`src/hdl/loop_responder_defs.svh`:
```
/*
  Constants of the span loopback code responder: interval lengths in seconds,
  the DS1 frame length, error burst sizes and the control code patterns.
  Assumes the DS1 frame tick arrives once per 125 us frame.

// Contract
// Override code while armed or looped disables timeout
// Leaving armed state restores previous timeout setting
// Override makes looped element send identifying error burst
// Armed central terminal cuts span power during code
// Code gone: power back, all retrain disarmed unlooped
// First repeater code: loop, ones, data, 10 errors
// First repeater repeats 10 errors every 20 s
// Second repeater code, two repeaters: 200 errors sequence
// Second repeater repeats 200 errors every 20 s
// Remote terminal code when armed: 20 errors sequence
// Remote terminal repeats 20 errors every 10 s
// Code gone keeps loop; its return resumes bursts
// Codes other than arm ignored unless armed
// Act only on codes this element itself receives
// Codes act only after 5 s continuous detection
// Network arm pattern arms all elements
// Disarm from either side disarms and releases loops
// Central terminal code: loop, ones, data, 231 errors
// Intervals counted on recovered DS1 frame timing
*/
`ifndef LOOP_RESPONDER_DEFS_SVH
`define LOOP_RESPONDER_DEFS_SVH

`define FRAME_NS        125000
`define FRAMES_PER_SEC  (1000000000 / `FRAME_NS)
`define HOLD_SEC        5
`define ALLONES_SEC     2
`define LOOPED_SEC      5
`define REPEAT_REP_SEC  20
`define REPEAT_RT_SEC   10
`define CNT_W           18

`define BURST_CT        8'he7
`define BURST_REP1      8'h0a
`define BURST_REP2      8'hc8
`define BURST_RT        8'h14

`define PAT_ARM_INBAND  5'h18
`define PAT_ARM_DL      16'hff48
`define PAT_DISARM_IB   5'h1c
`define PAT_DISARM_DL   16'hff24
`define PAT_LOOP_CT     16'hd3d3
`define PAT_LOOP_REP1   16'hc741
`define PAT_LOOP_REP2   16'hc754
`define PAT_LOOP_RT     16'hc742
`define PAT_OVERRIDE    16'hd5d6
`define PAT_SPAN_OFF    16'h6767

`endif

```
`src/hdl/loop_pkg.sv`:
```
/*
  Types shared by the loopback code responder files.
  Assumes an upstream recogniser maps in-band and data-link patterns to code_e.
*/
package loop_pkg;

   typedef enum logic [3:0] {
      code_none      = 4'h0,
      code_arm       = 4'h1,
      code_disarm    = 4'h2,
      code_loop_ct   = 4'h3,
      code_loop_rep1 = 4'h4,
      code_loop_rep2 = 4'h5,
      code_loop_rt   = 4'h6,
      code_override  = 4'h7,
      code_span_off  = 4'h8
   } code_e;

   typedef enum logic [1:0] {
      role_central = 2'h0,
      role_rep1    = 2'h1,
      role_rep2    = 2'h2,
      role_remote  = 2'h3
   } role_e;

endpackage

```
`src/hdl/code_qualifier.sv`:
```
/*
  Holds off a recognised control code until it has been seen without
  change for the hold time, counted in DS1 frames.
  Assumes code_i is synchronous to clock_i and frame_tick_i is one cycle wide.
*/
`timescale 1ns/1ps
`default_nettype none
`include "loop_responder_defs.svh"

module code_qualifier
   import loop_pkg::*;
#(
   parameter logic [`CNT_W-1:0] HOLD_FRAMES = `CNT_W'(`HOLD_SEC * `FRAMES_PER_SEC)
) (
   // Clock and control
   input  wire logic  clock_i,
   input  wire logic  nrst_i,
   input  wire logic  ce_i,
   input  wire logic  frame_tick_i,
   // Raw and qualified code
   input  wire code_e code_i,
   output code_e      code_o,
   output logic       new_o
);

   code_e              last;
   code_e              next_last;
   code_e              next_code;
   logic [`CNT_W-1:0]  cnt;
   logic [`CNT_W-1:0]  next_cnt;
   logic               next_new;

   always_comb begin
      next_last = code_i;
      next_cnt  = cnt;
      next_code = code_o;
      next_new  = 1'b0;
      if (code_i != last) begin
         // Any break restarts the hold time
         next_cnt  = '0;
         next_code = code_none;
      end else if (frame_tick_i && cnt != HOLD_FRAMES) begin
         next_cnt = cnt + `CNT_W'(1);
         if (next_cnt == HOLD_FRAMES) begin
            next_code = last;
            next_new  = (last != code_none);
         end
      end
   end

   always_ff @(posedge clock_i) begin
      if (!nrst_i) begin
         last   <= code_none;
         cnt    <= '0;
         code_o <= code_none;
         new_o  <= 1'b0;
      end else if (ce_i) begin
         last   <= next_last;
         cnt    <= next_cnt;
         code_o <= next_code;
         new_o  <= next_new;
      end
   end

endmodule
`default_nettype wire

```
`src/hdl/span_loopback_code_responder.sv`:
```
/*
  Loopback control code responder of one span element: arm and disarm,
  network-facing loopback with all-ones, looped data and error bursts,
  timeout override and span power disable.
  Assumes upstream recognisers present decoded codes per side, codes seen
  here are those that reach this element, and one frame tick per DS1 frame.
*/
`timescale 1ns/1ps
`default_nettype none
`include "loop_responder_defs.svh"

module span_loopback_code_responder
   import loop_pkg::*;
#(
   parameter logic [`CNT_W-1:0] HOLD_FRAMES    = `CNT_W'(`HOLD_SEC * `FRAMES_PER_SEC),
   parameter logic [`CNT_W-1:0] ALLONES_FRAMES = `CNT_W'(`ALLONES_SEC * `FRAMES_PER_SEC),
   parameter logic [`CNT_W-1:0] LOOPED_FRAMES  = `CNT_W'(`LOOPED_SEC * `FRAMES_PER_SEC),
   parameter logic [`CNT_W-1:0] REP_FRAMES     = `CNT_W'(`REPEAT_REP_SEC * `FRAMES_PER_SEC),
   parameter logic [`CNT_W-1:0] RT_FRAMES      = `CNT_W'(`REPEAT_RT_SEC * `FRAMES_PER_SEC)
) (
   // Clock and control
   input  wire logic  clock_i,
   input  wire logic  nrst_i,
   input  wire logic  ce_i,
   input  wire logic  frame_tick_i,
   // Element position
   input  wire role_e role_i,
   input  wire logic  two_repeaters_i,
   // Decoded codes arriving at this element
   input  wire code_e net_code_i,
   input  wire code_e cust_code_i,
   // Line events and provisioning
   input  wire logic  retrain_i,
   input  wire logic  timeout_cfg_i,
   // Responses
   output logic       armed_o,
   output logic       looped_o,
   output logic       all_ones_o,
   output logic       error_inject_o,
   output logic       timeout_en_o,
   output logic       span_power_off_o
);

   typedef enum logic [5:0] {
      st_disarmed = 6'b000001,
      st_armed    = 6'b000010,
      st_ones     = 6'b000100,
      st_data     = 6'b001000,
      st_burst    = 6'b010000,
      st_wait     = 6'b100000
   } state_e;

   code_e              net_q;
   code_e              cust_q;
   logic               net_new;
   logic               cust_new;
   state_e             state;
   state_e             next_state;
   logic [`CNT_W-1:0]  cnt;
   logic [`CNT_W-1:0]  next_cnt;
   logic [7:0]         errs;
   logic [7:0]         next_errs;
   logic               override;
   logic               next_override;
   logic               next_span_off;
   logic               next_inject;
   logic               is_armed;
   logic               own_code;

   function automatic code_e own_loop_code(input role_e r);
      case (r)
         role_central: own_loop_code = code_loop_ct;
         role_rep1:    own_loop_code = code_loop_rep1;
         role_rep2:    own_loop_code = code_loop_rep2;
         default:      own_loop_code = code_loop_rt;
      endcase
   endfunction

   function automatic logic [7:0] burst_size(input role_e r);
      case (r)
         role_central: burst_size = `BURST_CT;
         role_rep1:    burst_size = `BURST_REP1;
         role_rep2:    burst_size = `BURST_REP2;
         default:      burst_size = `BURST_RT;
      endcase
   endfunction

   code_qualifier #(.HOLD_FRAMES(HOLD_FRAMES)) u_net_qual (
      .clock_i      (clock_i),
      .nrst_i       (nrst_i),
      .ce_i         (ce_i),
      .frame_tick_i (frame_tick_i),
      .code_i       (net_code_i),
      .code_o       (net_q),
      .new_o        (net_new)
   );

   code_qualifier #(.HOLD_FRAMES(HOLD_FRAMES)) u_cust_qual (
      .clock_i      (clock_i),
      .nrst_i       (nrst_i),
      .ce_i         (ce_i),
      .frame_tick_i (frame_tick_i),
      .code_i       (cust_code_i),
      .code_o       (cust_q),
      .new_o        (cust_new)
   );

   assign is_armed  = (state != st_disarmed);
   // Second repeater only answers when a second repeater exists
   assign own_code  = (net_q == own_loop_code(role_i)) &&
                      (role_i != role_rep2 || two_repeaters_i);

   always_comb begin
      next_state    = state;
      next_cnt      = cnt;
      next_errs     = errs;
      next_override = override;
      next_inject   = 1'b0;
      next_span_off = (role_i == role_central) && is_armed &&
                      (net_q == code_span_off);
      if ((net_new && net_q == code_disarm) ||
          (cust_new && cust_q == code_disarm)) begin
         next_state    = st_disarmed;
         next_override = 1'b0;
         next_span_off = 1'b0;
      end else if (retrain_i || (span_power_off_o && !next_span_off)) begin
         // Retrain after span power returns leaves everyone clean
         next_state    = st_disarmed;
         next_override = 1'b0;
      end else begin
         if (is_armed && net_new && net_q == code_override) begin
            next_override = 1'b1;
            // Confirmation only where the loop can carry it now
            if (state == st_data || state == st_wait) begin
               next_state = st_burst;
               next_errs  = burst_size(role_i);
            end
         end
         case (state)
            st_disarmed: begin
               if (net_new && net_q == code_arm) begin
                  next_state = st_armed;
               end
            end
            st_armed: begin
               if (net_new && own_code) begin
                  next_state = st_ones;
                  next_cnt   = '0;
               end
            end
            st_ones: begin
               if (frame_tick_i) begin
                  next_cnt = cnt + `CNT_W'(1);
                  if (next_cnt == ALLONES_FRAMES) begin
                     next_state = st_data;
                     next_cnt   = '0;
                  end
               end
            end
            st_data: begin
               if (frame_tick_i && next_state == st_data) begin
                  next_cnt = cnt + `CNT_W'(1);
                  if (next_cnt == LOOPED_FRAMES) begin
                     next_state = st_burst;
                     next_errs  = burst_size(role_i);
                  end
               end
            end
            st_burst: begin
               // One logic error per frame keeps each error countable
               if (frame_tick_i) begin
                  next_inject = 1'b1;
                  next_errs   = errs - 8'h01;
                  if (next_errs == 8'h00) begin
                     next_state = st_wait;
                     next_cnt   = '0;
                  end
               end
            end
            st_wait: begin
               if (frame_tick_i && cnt != ((role_i == role_remote) ? RT_FRAMES : REP_FRAMES)) begin
                  next_cnt = cnt + `CNT_W'(1);
               end
               // Loop stays while code absent; bursts resume on its return
               if (next_state == st_wait && own_code &&
                   cnt == ((role_i == role_remote) ? RT_FRAMES : REP_FRAMES)) begin
                  next_state = st_burst;
                  next_errs  = burst_size(role_i);
               end
            end
            default: begin
               next_state = st_disarmed;
            end
         endcase
      end
   end

   always_ff @(posedge clock_i) begin
      if (!nrst_i) begin
         state            <= st_disarmed;
         cnt              <= '0;
         errs             <= 8'h00;
         override         <= 1'b0;
         span_power_off_o <= 1'b0;
         error_inject_o   <= 1'b0;
         armed_o          <= 1'b0;
         looped_o         <= 1'b0;
         all_ones_o       <= 1'b0;
         timeout_en_o     <= 1'b0;
      end else if (ce_i) begin
         state            <= next_state;
         cnt              <= next_cnt;
         errs             <= next_errs;
         override         <= next_override;
         span_power_off_o <= next_span_off;
         error_inject_o   <= next_inject;
         armed_o          <= (next_state != st_disarmed);
         looped_o         <= (next_state != st_disarmed) && (next_state != st_armed);
         all_ones_o       <= (next_state == st_ones);
         // Provisioned setting comes back as soon as override clears
         timeout_en_o     <= timeout_cfg_i && !next_override;
      end
   end

endmodule
`default_nettype wire

```
`config.mk`:
```
export PLATFORM = sky130hd
export DESIGN_NAME = span_loopback_code_responder
export DESIGN_NICKNAME = d
export VERILOG_FILES = /design/src/hdl/loop_pkg.sv /design/src/hdl/code_qualifier.sv /design/src/hdl/span_loopback_code_responder.sv
export VERILOG_INCLUDE_DIRS = /design/src /design/src/hdl
export SDC_FILE = /design/constraint.sdc
export NUM_CORES = 1
export LEC_CHECK = 0
export BUFFER_PORTS_ARGS = -buffer_cell sky130_fd_sc_hd__buf_2
export CORE_UTILIZATION = 40
export DETAILED_ROUTE_END_ITERATION = 7
export PLACE_DENSITY = 0.54
export SYNTH_ARGS = -nofsm -noshare
export SYNTH_HDL_FRONTEND = slang
export SYNTH_SLANG_ARGS = --single-unit
```
`constraint.sdc`:
```
create_clock -name clock_i -period 3.3 [get_ports clock_i]
set_clock_uncertainty 0.15 [all_clocks]
set_input_delay 0.99 -clock clock_i [delete_from_list [all_inputs] [get_ports clock_i]]
set_output_delay 0.99 -clock clock_i [all_outputs]
set_load 0.02 [all_outputs]
```
==> results of run 1 <==
==> sequential cells by signal (all words and copies together), names as in the netlist <==
register,count
cnt,18
u_cust_qual.cnt,18
u_net_qual.cnt,18
errs,8
state,6
u_cust_qual.code_o,4
u_cust_qual.last,4
u_net_qual.code_o,4
u_net_qual.last,4
all_ones_o,1
armed_o,1
error_inject_o,1
looped_o,1
override,1
span_power_off_o,1
timeout_en_o,1
u_cust_qual.new_o,1
u_net_qual.new_o,1
==> cells in the mapped netlist, drive strengths merged (9+ instances only) <==
| cell | n |
|---|---|
| a21oi | 75 |
| and2 | 9 |
| nand2 | 66 |
| or3 | 19 |
| nand4 | 25 |
| buf | 16 |
| xnor2 | 26 |
| nand3 | 60 |
| o31ai | 10 |
| nor2 | 85 |
| clkbuf | 42 |
| nand3b | 22 |
| a31oi | 16 |
| and3 | 21 |
| dfxtp | 93 |
| inv | 28 |
| o21ai | 65 |
| nor3 | 25 |
| nor4 | 13 |
| ha | 14 |
==> layer usage <==
layer,vias to the layer above,global-route usage (%)
li1,3144,-
met1,3024,30.6
met2,172,37.3
met3,33,4.01
met4,0,7.09
met5,-,0
==> cells by family (layout without fill, tap and decap cells) <==
family | Yosys count | after routing | synth area share [%]
and+or+nand+nor | 385 | 385 | 33.9
AOI/OAI and AO/OA | 220 | 220 | 21.6
DFF | 93 | 93 | 30.0
buffers and inverters | 87 | 126 | 5.80
xor gates and xnor gates | 33 | 33 | 4.65
adders and majority gates | 14 | 14 | 2.82
muxes | 8 | 8 | 1.29
==> final timing paths <==
| path | depth (start not counted) | endpoint | slack (ns) | from |
|---|---|---|---|---|
| worst min register to register | 2 | u_cust_qual.new_o | 0.31 | u_cust_qual.new_o |
| worst min-delay path | 2 | u_cust_qual.new_o | 0.31 | u_cust_qual.new_o |
| worst max register to register | 12 | cnt[5] | 0.14 | errs[0] |
| worst max-delay path | 12 | cnt[5] | 0.14 | errs[0] |
==> per-stage QoR <==
step / area [sq um] / worst slack, ns / TNS (ns) / hold slack (ns)
after floorplan: 6220 / 0.0380 / 0 / 0.282
after global placement: 6800 / -0.109 / -0.690 / 0.297
after detailed placement: 6800 / -0.268 / -2.22 / 0.301
after CTS: 7090 / 0.00660 / 0 / 0.309
after global routing: 7140 / -0.0304 / -0.0364 / 0.352
final: 7140 / 0.138 / 0 / 0.308
==> power by group <==
part	leakage [uW]	internal (uW)	switching, uW	total (uW)
logic	0.00165	87.3	140	227
clock network	0.000143	646	428	1070
registers	0.000753	1130	14.5	1150
==> what timing repair did <==
action                                  CTS  global route
gates resized for setup                   1            15
endpoints found under the setup margin    1            29
cloned                                    0             0
pin swaps                                 0             2
==> area by class of cell <==
cell class | count | area share, %
Sequential cell | 93 | 26.1
Clock inverter | 3 | 0.911
Clock buffer | 9 | 3.15
Tap cell | 188 | 3.29
Timing Repair Buffer | 85 | 8.34
Multi-Input combinational cell | 660 | 56.7
Inverter | 29 | 1.52
==> worst max-delay path, cell delays in order (launching register included) <==
cell	delay [ns]
dfxtp_1	0.34
inv_2	0.09
ha_1	0.17
or4b_2	0.62
nor2_2	0.12
xor2_1	0.10
nor4_2	0.31
buf_4	0.18
o211a_1	0.16
and3_4	0.23
nand2_1	0.09
or3_1	0.39
a21oi_2	0.14
==> impl_results.md, run 1 <==
* Nets at 909
* Commonest non-fill, non-tap cell in the layout: dfxtp_1
* CTS tree: done
* PwrDens at approximately 340 nW/um^2
* Yosys reg bits at 93
* M1 wire length at approximately 8.5 mm
* Worst Path Arrival at roughly 3.3 ns
* Initial Util at about two fifths
* TritonCTS Buffers at 9
* Period utilization at between 90% and 100%
* Area of the multi-input gates at roughly 4000 sq um
* Placer Congestion at 0.926
* Final WL at 17.6 mm
* Area delta synth->final at 14.9%
* Max Slew Vio Count at 0
* Status: complete, no violations
* Syn Inst Count at 840
* Fin. Hold Viols at 0
* Mean Syn Cell Area at about 7.4 sq um
* CP Max Fanout at 4
* Vias in the first global route at 5,958
* Initial antenna violation count at 0
* F_max at 316 MHz
* Setup crit end kind: flip-flop
* Gr ovfl total at 0
* Post-synth ARST share at 0%
* WL met2 at about 8 mm
* P_leak at 0.00255 uW
* Vias per cell at around 6
* Core Rows at 45
* Top cell type's share of synthesized area at roughly 30%
* Post-Place Cells at between 1k and 1.5k
* GR Util All Layers at 22.8%
* Register area share after synthesis at 30.0%
* Number of diodes at 0
* Cells taking the most area after synthesis: dfxtp_1 30%, a21oi_1 6.0%, nor2_1 5.1%
* Max cap viols at 0
* Maximum clock path buffer count at 2
* Number of routed nets with antenna violations at 0
* Syn nets at about 870
* Period minus WS final at about 3.2 ns
* Root buf cell: clkbuf_16
* Register area at 1860 sq um
* Setup violators final at 0
* Synth Flop Type: dfxtp_1
* DRC viols at 0
* VDD IR-drop max at between 0.2 and 0.3 mV
* Startpoint Class: flip-flop
* Setup bufs post-CTS at 0
* First-pass GRT wire length at about 30 mm
* Die width at about 130 microns
* Routed wire per std cell at 16.5 microns
* Core area at roughly 15,000 sq um
* Post-CTS Hold Fix Bufs at 0
* EDFF count, synth at 0
* DP HPWL at ~13 mm
* Worst slew margin at 62.0%
* Worst-Skew Late Latency at roughly 0.35 ns
* Total power at ~2500 uW
* Yosys top cell by area: dfxtp_1
* Most frequent cells in the layout: 91 x dfxtp_1, 83 x nor2_1, 74 x a21oi_1
* Filler cells at 1,548
* Largest net degree at the start of global routing at 48
* Finished Layout Cells at approximately 1.1k
* Worst slew pin tran at 0.570 ns
* Routed vias at ~6.4k
* IO Port Bufs at 22
* Iteration-0 DRC Markers at 550
* Kind of critical path: reg2reg
* Util after Layout at 47.0%
* Die Ht at 127 microns
* H-tree levels at 3
* Worst Hold Class: reg2reg
* First drt pass iteration count at 6
* CTS clk-pin slew, worst paths at approximately 0.06 ns
* IO Pins at 23
* Uppermost routed layer: met4
* Critical path required time at 3.43 ns
* CTS sink cnt at just over 90
* Share of cells above drive strength 1 at ~16%
* Syn Std Cell Area at roughly 6200 sq um
* Met3 routed WL at about 750 microns
* Syn. warnings at 0
* Die footprint at around 16,000 sq um
* Netlist cell types at between 70 and 80
(Power assumes the default switching activity.)
==> inputs of run 2 (changes only) <==
--- a/config.mk
+++ b/config.mk
@@ -6,6 +6,7 @@
 export SDC_FILE = /design/constraint.sdc
 export NUM_CORES = 1
 export LEC_CHECK = 0
+export ABC_AREA = 1
 export BUFFER_PORTS_ARGS = -buffer_cell sky130_fd_sc_hd__buf_2
 export CORE_UTILIZATION = 40
 export DETAILED_ROUTE_END_ITERATION = 7
==> run 2 against run 1 <==
Effect of this change: worst setup slack better by 0.26 ns; die area up 7.6%; highest routed layer unchanged; clock power about the same; critical path depth up 3; non-clock buffer count down 38; final cell count up 28%; register-to-register slack better by 0.40 ns; critical endpoint is now cnt[8]; critical path type is now in2reg; first-iteration DRC count down 19%.
==> impl_results.md, run 2 <==
* CTS tree: done
* Most used routing layer: met2
* Area delta synth->final at 11.8%
* Cts repair resizes at 0 (-1)
* H-tree levels at 3 (unchanged)
* Combinational family with the most area after synthesis: simple AND/OR/NAND/NOR gates
* RSZ-0062 raised after global routing: false
* Post-synth ARST share at 0% (unchanged)
* CTS sink cnt at 93 (unchanged)
* Worst Hold Class: reg2reg
* Syn Std Cell Area at 6690 sq um (+7.7%)
* Comb pwr share at 11.0% (+1.7 points)
* Final WL at 19.7 mm (+12%)
* Top cell type's share of synthesized area at 27.8% (-2.1 points)
* Share of cells above drive strength 1 at 9.62% (-6.0 points)
* Post-Place Worst Slack at 0.0836 ns (+0.351 ns)
* List of most frequent post-synthesis cells: 303 x nand2_1, 140 x nor2_1, 133 x inv_1
* Initial Util at 41.5% (+0.65 points)
* Fin. Hold Viols at 0 (unchanged)
* Worst slew pin tran at 0.553 ns (-0.0164 ns)
* Vias in the first global route at 6,474 (+8.7%)
* CP most frequent cell: inv_1
* F_max at 345 MHz (+9.0%)
* Commonest non-fill, non-tap cell in the layout: nand2_1
* VDD IR-drop max at 0.292 mV (+8.5%)
* Largest net degree at the start of global routing at 28 (-42%)
* CP delay by family, top: simple AND/OR/NAND/NOR gates
* Most common cell in the netlist: nand2_1
* Kind of critical path: in2reg
* GR Util All Layers at 23.5% (+0.65 points)
* TritonCTS Buffers at 9 (unchanged)
* Number of routed nets with antenna violations at 0 (unchanged)
* Die footprint at 17,300 sq um (+7.6%)
* IO Port Bufs at 22 (unchanged)
* Post-Place Cells at 1,344 (+27%)
* Post-synthesis mux area share at 0% (-1.3 points)
* Critical path required time at 3.40 ns (-0.03 ns)
* Clk pwr share at 43.0% (-0.8 points)
* XOR/XNOR Fraction of Synth Area at 4.71% (+0.060 points)
* EDFF count, synth at 0 (unchanged)
* Root buf cell: clkbuf_16
* Netlist cell types at 45 (-40%)
* Core Rows at 46 (+2.2%)
* Nets at 1,170 (+29%)
* Setup_tns at 0 ns (unchanged)
* Synth Flop Type: dfxtp_1
* Routed vias at 6,982 (+9.6%)
* Fin worst setup slack at 0.400 ns (+0.262 ns)
* Gr ovfl total at 0 (unchanged)
* Worst slew margin at 63.1% (+1.1 points)
* CTS clk-pin slew, worst paths at 0.07 ns (about the same)
* Register area share after synthesis at 27.8% (-2.1 points)
* Compound-Gate Fraction of Synth Area at 12.2% (-9.4 points)
* Syn nets at 1,137 (+31%)
* Worst-Skew Late Latency at 0.35 ns (about the same)
* Setup crit end kind: flip-flop
* Period utilization at 87.9% (-7.9 points)
* Iteration-0 DRC Markers at 444 (-19%)
* Worst Path Arrival at 3.00 ns (-0.29 ns)
* Setup bufs post-CTS at 0 (unchanged)
* PwrDens at 339 nW/um^2 (-1.3%)
* Status: complete, no violations
* Yosys top cell by area: dfxtp_1
* Yosys reg bits at 93 (unchanged)
* DRC viols at 0 (unchanged)
* Met1 Usage GRT at 31.9% (+1.3 points)
* Most frequent cells in the layout: 303 x nand2_1, 140 x nor2_1, 132 x inv_1
* CP max stage delay at 0.28 ns (-0.34 ns)
* P_leak at 0.00309 uW (+21%)
* Setup violators final at 0 (unchanged)
* Mean Syn Cell Area at 6.05 sq um (-18%)
* CP Max Fanout at 8 (+4)
* Cells taking the most area after synthesis: dfxtp_1 28%, nand2_1 17%, nor2_1 7.9%
* Net Sw Frac at 27.0% (+3.3 points)
* Post-CTS Hold Fix Bufs at 0 (unchanged)
* DP HPWL at 15.0 mm (+18%)
* Period minus WS final at 2.90 ns (-0.262 ns)
* First drt pass iteration count at 5 (-1)
* Internal power at 1850 uW (-1.1%)
* Core area at 16,100 sq um (+6.0%)
* CP max stage cell: nor3_1
* Syn Inst Count at 1,106 (+32%)
* Post-synthesis simple-gate area fraction at 43.1% (+9.3 points)
* Max cap viols at 0 (unchanged)
* Met3 Use GR at 2.70% (-1.3 points)
* Die width at 131 microns (+3.7%)
* Vias per cell at 5.13 (-14%)
* IO Pins at 23 (unchanged)
* GRT met2 Usage at 38.4% (+1.1 points)
* Util after Layout at 46.4% (-0.56 points)
* Startpoint Class: primary input
* CP Cell Sequence: buf_2 > inv_1 > ha_1 > inv_1 > nor3_1 > nand4_1 > nand2_1 > nand2_1 > inv_2 > nand2_4 > inv_1 > nand3_1 > nor2_2 > nor2_1 > o21a_1
* Filler cells at 1,770 (+14%)
* Finished Layout Cells at 1,361 (+28%)
* Initial antenna violation count at 1 (+1)
* Adder-Cell Fraction of Synth Area at 2.62% (-0.20 points)
* Routed wire per std cell at 14.4 microns (-12%)
* Max Slew Vio Count at 0 (unchanged)
* Register share of total power at 45.9% (-1.0 points)
* Syn. warnings at 0 (unchanged)
* Sw power at 685 uW (+18%)
* Maximum clock path buffer count at 2 (unchanged)
* Largest regs: cnt x18, u_cust_qual.cnt x18, u_net_qual.cnt x18
* Placer Congestion at 0.911 (-1.6%)
* Worst path buffer plus inverter count at 5 (+3)
* Die Ht at 131 microns (+3.7%)
* First-pass GRT wire length at 32.5 mm (+9.3%)
==> run 2: logic make-up after synthesis <==
kind of cell | count (synthesis)
adder cells (fa/ha/maj) | 14
AO/OA/AOI/OAI | 152
buffers and inverters | 165
flip-flops | 93
XOR/XNOR | 36
AND/OR/NAND/NOR | 646
==> run 2: layout make-up <==
cell class                      count  area (sq um)  area share [%]
Multi-Input combinational cell    848          4190            56.0
Tap cell                          216           270            3.61
Clock inverter                      5          58.8           0.786
Timing Repair Buffer               47           323            4.32
Clock buffer                       11           243            3.25
Inverter                          140           528            7.06
Antenna cell                        1          2.50          0.0335
Sequential cell                    93          1860            24.9
==> run 2: metal layers <==
layer	up-vias	wire (microns)
met1	3158	9460
met4	0	306
met5	-	0
li1	3659	-
met3	22	731
met2	143	9150
==> run 2: final timing paths <==
check,startpoint,depth (start not counted),to,slack [ns]
setup / recovery,role_i[1],15,cnt[8],0.40
hold reg to reg,timeout_en_o,2,timeout_en_o,0.31
hold / removal,timeout_en_o,2,timeout_en_o,0.31
setup reg to reg,u_net_qual.cnt[0],11,u_net_qual.code_o[0],0.54
==> run 2: metrics by stage <==
step / total power [uW] / hold slack (ns) / area (sq um)
5_1_grt: 2650 / 0.339 / 7480
2_1_floorplan: 1370 / 0.291 / 6690
3_5_place_dp: 1470 / 0.303 / 7170
3_3_place_gp: 1470 / 0.301 / 7170
6_report: 2530 / 0.311 / 7480
4_1_cts: 2560 / 0.313 / 7480
==> run 2: tightest hold or removal path: stages (launching register included) <==
cell and delay (ns):
dfxtp_1 0.31, nand2_1 0.06, a21oi_1 0.05
==> run 2: power groups by stage <==
stage               Combinational [uW]  Clock (uW)  Sequential (uW)
floorplan                          189           0             1180
global placement                   279           0             1190
detailed placement                 278           0             1190
CTS                                279        1120             1160
global route                       314        1170             1170
finish                             279        1090             1160
==> inputs of run 3 (changes only) <==
--- a/config.mk
+++ b/config.mk
@@ -8,9 +8,12 @@
 export LEC_CHECK = 0
 export ABC_AREA = 1
 export BUFFER_PORTS_ARGS = -buffer_cell sky130_fd_sc_hd__buf_2
+export CELL_PAD_IN_SITES_DETAIL_PLACEMENT = 1
+export CELL_PAD_IN_SITES_GLOBAL_PLACEMENT = 1
 export CORE_UTILIZATION = 40
 export DETAILED_ROUTE_END_ITERATION = 7
-export PLACE_DENSITY = 0.54
+export GPL_ROUTABILITY_DRIVEN = 1
+export PLACE_DENSITY = 0.73
 export SYNTH_ARGS = -nofsm -noshare
 export SYNTH_HDL_FRONTEND = slang
 export SYNTH_SLANG_ARGS = --single-unit
==> run 3 against run 2 <==
Effect of this change: critical path type unchanged; flip-flop and latch count did not move; global-route usage increased by 2.6 points; design area fell by 1.0%; largest power group unchanged; combinational power hardly changed; fmax decreased by 1.8%; sequential power about the same.
==> impl_results.md, run 3 (same netlist as run 2, synthesis figures left out) <==
* Status: complete, no violations
* Setup crit end kind: flip-flop
* Nets at 1,162 (-0.68%)
* Routed wire per std cell at 16.0 microns (+11%)
* Worst Path Arrival at 3.07 ns (+0.07 ns)
* DRC viols at 0 (unchanged)
* H-tree levels at 3 (unchanged)
* Post-Place Worst Slack at 0.0454 ns (-0.0382 ns)
* Filler cells at 2,260 (+28%)
* Root buf cell: clkbuf_16
* Setup bufs post-CTS at 0 (unchanged)
* Sw power at 690 uW (+0.73%)
* Period minus WS final at 2.95 ns (+0.0522 ns)
* Commonest non-fill, non-tap cell in the layout: nand2_1
* RR Endpoint: u_net_qual.code_o[2]
* Comb pwr share at 11.0% (about the same)
* Vias in the first global route at 7,401 (+14%)
* CP Cell Sequence: buf_2 > inv_1 > ha_1 > nor2_1 > nand2_1 > and2_1 > nor2_1 > nand2_1 > nor2_1 > nand2_1 > nand2_1 > nand2_1 > a22oi_1 > nand3_1 > nand2_1 > inv_1
* Area of the multi-input gates at 4190 sq um (unchanged)
* Core area at 16,100 sq um (unchanged)
* Number of routed nets with antenna violations at 0 (unchanged)
* Max Slew Vio Count at 0 (unchanged)
* Worst Setup EP: errs[6]
* First drt pass iteration count at 4 (-1)
* Crit path depth at 16 (+1)
* Maximum clock path buffer count at 2 (unchanged)
* TritonCTS Buffers at 9 (unchanged)
* RSZ-0062 raised after global routing: false
* Util after Layout at 45.9% (-0.47 points)
* IO Port Bufs at 22 (unchanged)
* CTS sink cnt at 93 (unchanged)
* Register area at 1860 sq um (unchanged)
* CP delay by family, top: simple AND/OR/NAND/NOR gates
* DP HPWL at 16.6 mm (+11%)
* Routed vias at 7,175 (+2.8%)
* Vias per cell at 5.31 (+3.4%)
* CTS clk-pin slew, worst paths at 0.07 ns (about the same)
* R2R depth at 11 (unchanged)
* GR Util All Layers at 26.1% (+2.6 points)
* Net Sw Frac at 27.3% (+0.24 points)
* CP max stage cell: nor2_1
* Share of cells above drive strength 1 at 9.07% (-0.55 points)
* Number of diodes at 0 (-1)
* Final WL at 21.6 mm (+9.9%)
* Core Rows at 46 (unchanged)
* Worst slew margin at 65.0% (+1.9 points)
* Die Ht at 131 microns (unchanged)
* Area delta synth->final at 10.6%
* Setup violators final at 0 (unchanged)
* Setup_tns at 0 ns (unchanged)
* Gr ovfl total at 0 (unchanged)
* VDD IR-drop max at 0.342 mV (+17%)
* Startpoint Class: primary input
* Largest net degree at the start of global routing at 69 (+150%)
* Iteration-0 DRC Markers at 282 (-36%)
* Critical path required time at 3.41 ns (about the same)
* Total power at 2530 uW (-0.15%)
* First-pass GRT wire length at 36.5 mm (+12%)
* Cts repair resizes at 0 (unchanged)
* Post-CTS Hold Fix Bufs at 0 (unchanged)
* CP startpoint: role_i[0]
* Register share of total power at 46.1% (+0.2 points)
* Max cap viols at 0 (unchanged)
* CP most frequent cell: nand2_1
* Initial antenna violation count at 0 (-1)
* Worst path buffer plus inverter count at 3 (-2)
* Kind of critical path: in2reg
* Worst hold slack at 0.315 ns (+0.00460 ns)
* Placer Congestion at 0.944 (+3.7%)
* Worst Hold Class: reg2reg
* CP max stage delay at 0.26 ns (-0.02 ns)
* Initial Util at 41.5% (unchanged)
* WHS Path Cells at 2 (unchanged)
* Fin worst setup slack at 0.348 ns (-0.0522 ns)
* Largest regs: cnt x18, u_cust_qual.cnt x18, u_net_qual.cnt x18
* CP Max Fanout at 4 (-4)
* PwrDens at 342 nW/um^2 (+0.88%)
* Internal power at 1840 uW (-0.48%)
* F_max at 339 MHz (-1.8%)
* P_leak at 0.00305 uW (-1.2%)
* Fin. Hold Viols at 0 (unchanged)
* Critical R2R Launch: u_net_qual.cnt[0]
* Worst-Skew Late Latency at 0.36 ns (about the same)
* Flop-to-flop setup slack at 0.51 ns (-0.03 ns)
* Period utilization at 89.5% (+1.6 points)
* Worst slew pin tran at 0.525 ns (-0.0283 ns)
* Die width at 131 microns (unchanged)
* Most frequent cells in the layout: 303 x nand2_1, 140 x nor2_1, 132 x inv_1
* Die footprint at 17,300 sq um (unchanged)
* Clk pwr share at 42.9% (about the same)
* CTS tree: done
* IO Pins at 23 (unchanged)
## run 3: area by class of cell
| class | instances | area share (%) |
|---|---|---|
| Multi-Input combinational cell | 848 | 56.6 |
| Tap cell | 216 | 3.65 |
| Timing Repair Buffer | 39 | 3.38 |
| Sequential cell | 93 | 25.2 |
| Clock inverter | 6 | 0.828 |
| Clock buffer | 10 | 3.23 |
| Inverter | 140 | 7.13 |
## run 3: worst min path at each step
stage | startpoint | endpoint | slack [ns]
after floorplan | u_cust_qual.code_o[1] | u_cust_qual.code_o[1] | 0.29
after global routing | timeout_en_o | timeout_en_o | 0.34
after CTS | u_cust_qual.code_o[0] | u_cust_qual.code_o[0] | 0.31
after global placement | u_cust_qual.code_o[3] | u_cust_qual.code_o[3] | 0.30
final | u_cust_qual.code_o[0] | u_cust_qual.code_o[0] | 0.32
after detailed placement | armed_o | armed_o | 0.31
## run 3: metal layers
metal / track usage (%) / vias to the layer above / wire [microns]
met1: 34.2 / 3426 / 10700
met2: 44.0 / 81 / 9960
met3: 2.55 / 30 / 433
li1: - / 3638 / -
met4: 9.95 / 0 / 467
met5: 0 / - / 0
## run 3: power by group through the flow
| stage | clock network (uW) | registers [uW] | logic, uW |
|---|---|---|---|
| after floorplan | 0 | 1180 | 189 |
| after global placement | 0 | 1190 | 273 |
| after detailed placement | 0 | 1190 | 277 |
| after CTS | 1110 | 1160 | 278 |
| after global routing | 1150 | 1170 | 314 |
| final | 1090 | 1170 | 278 |
## run 3: worst min-delay path, stage by stage, from the launching register on
cell     delay [ns]
dfxtp_1        0.31
nand2_1        0.06
a21oi_1        0.05
## run 3: stage by stage
stage          std cells  cell area (sq um)
3_3_place_gp        1336               7100
4_1_cts             1352               7400
3_5_place_dp        1336               7100
5_1_grt             1352               7400
2_1_floorplan       1106               6690
6_report            1352               7400
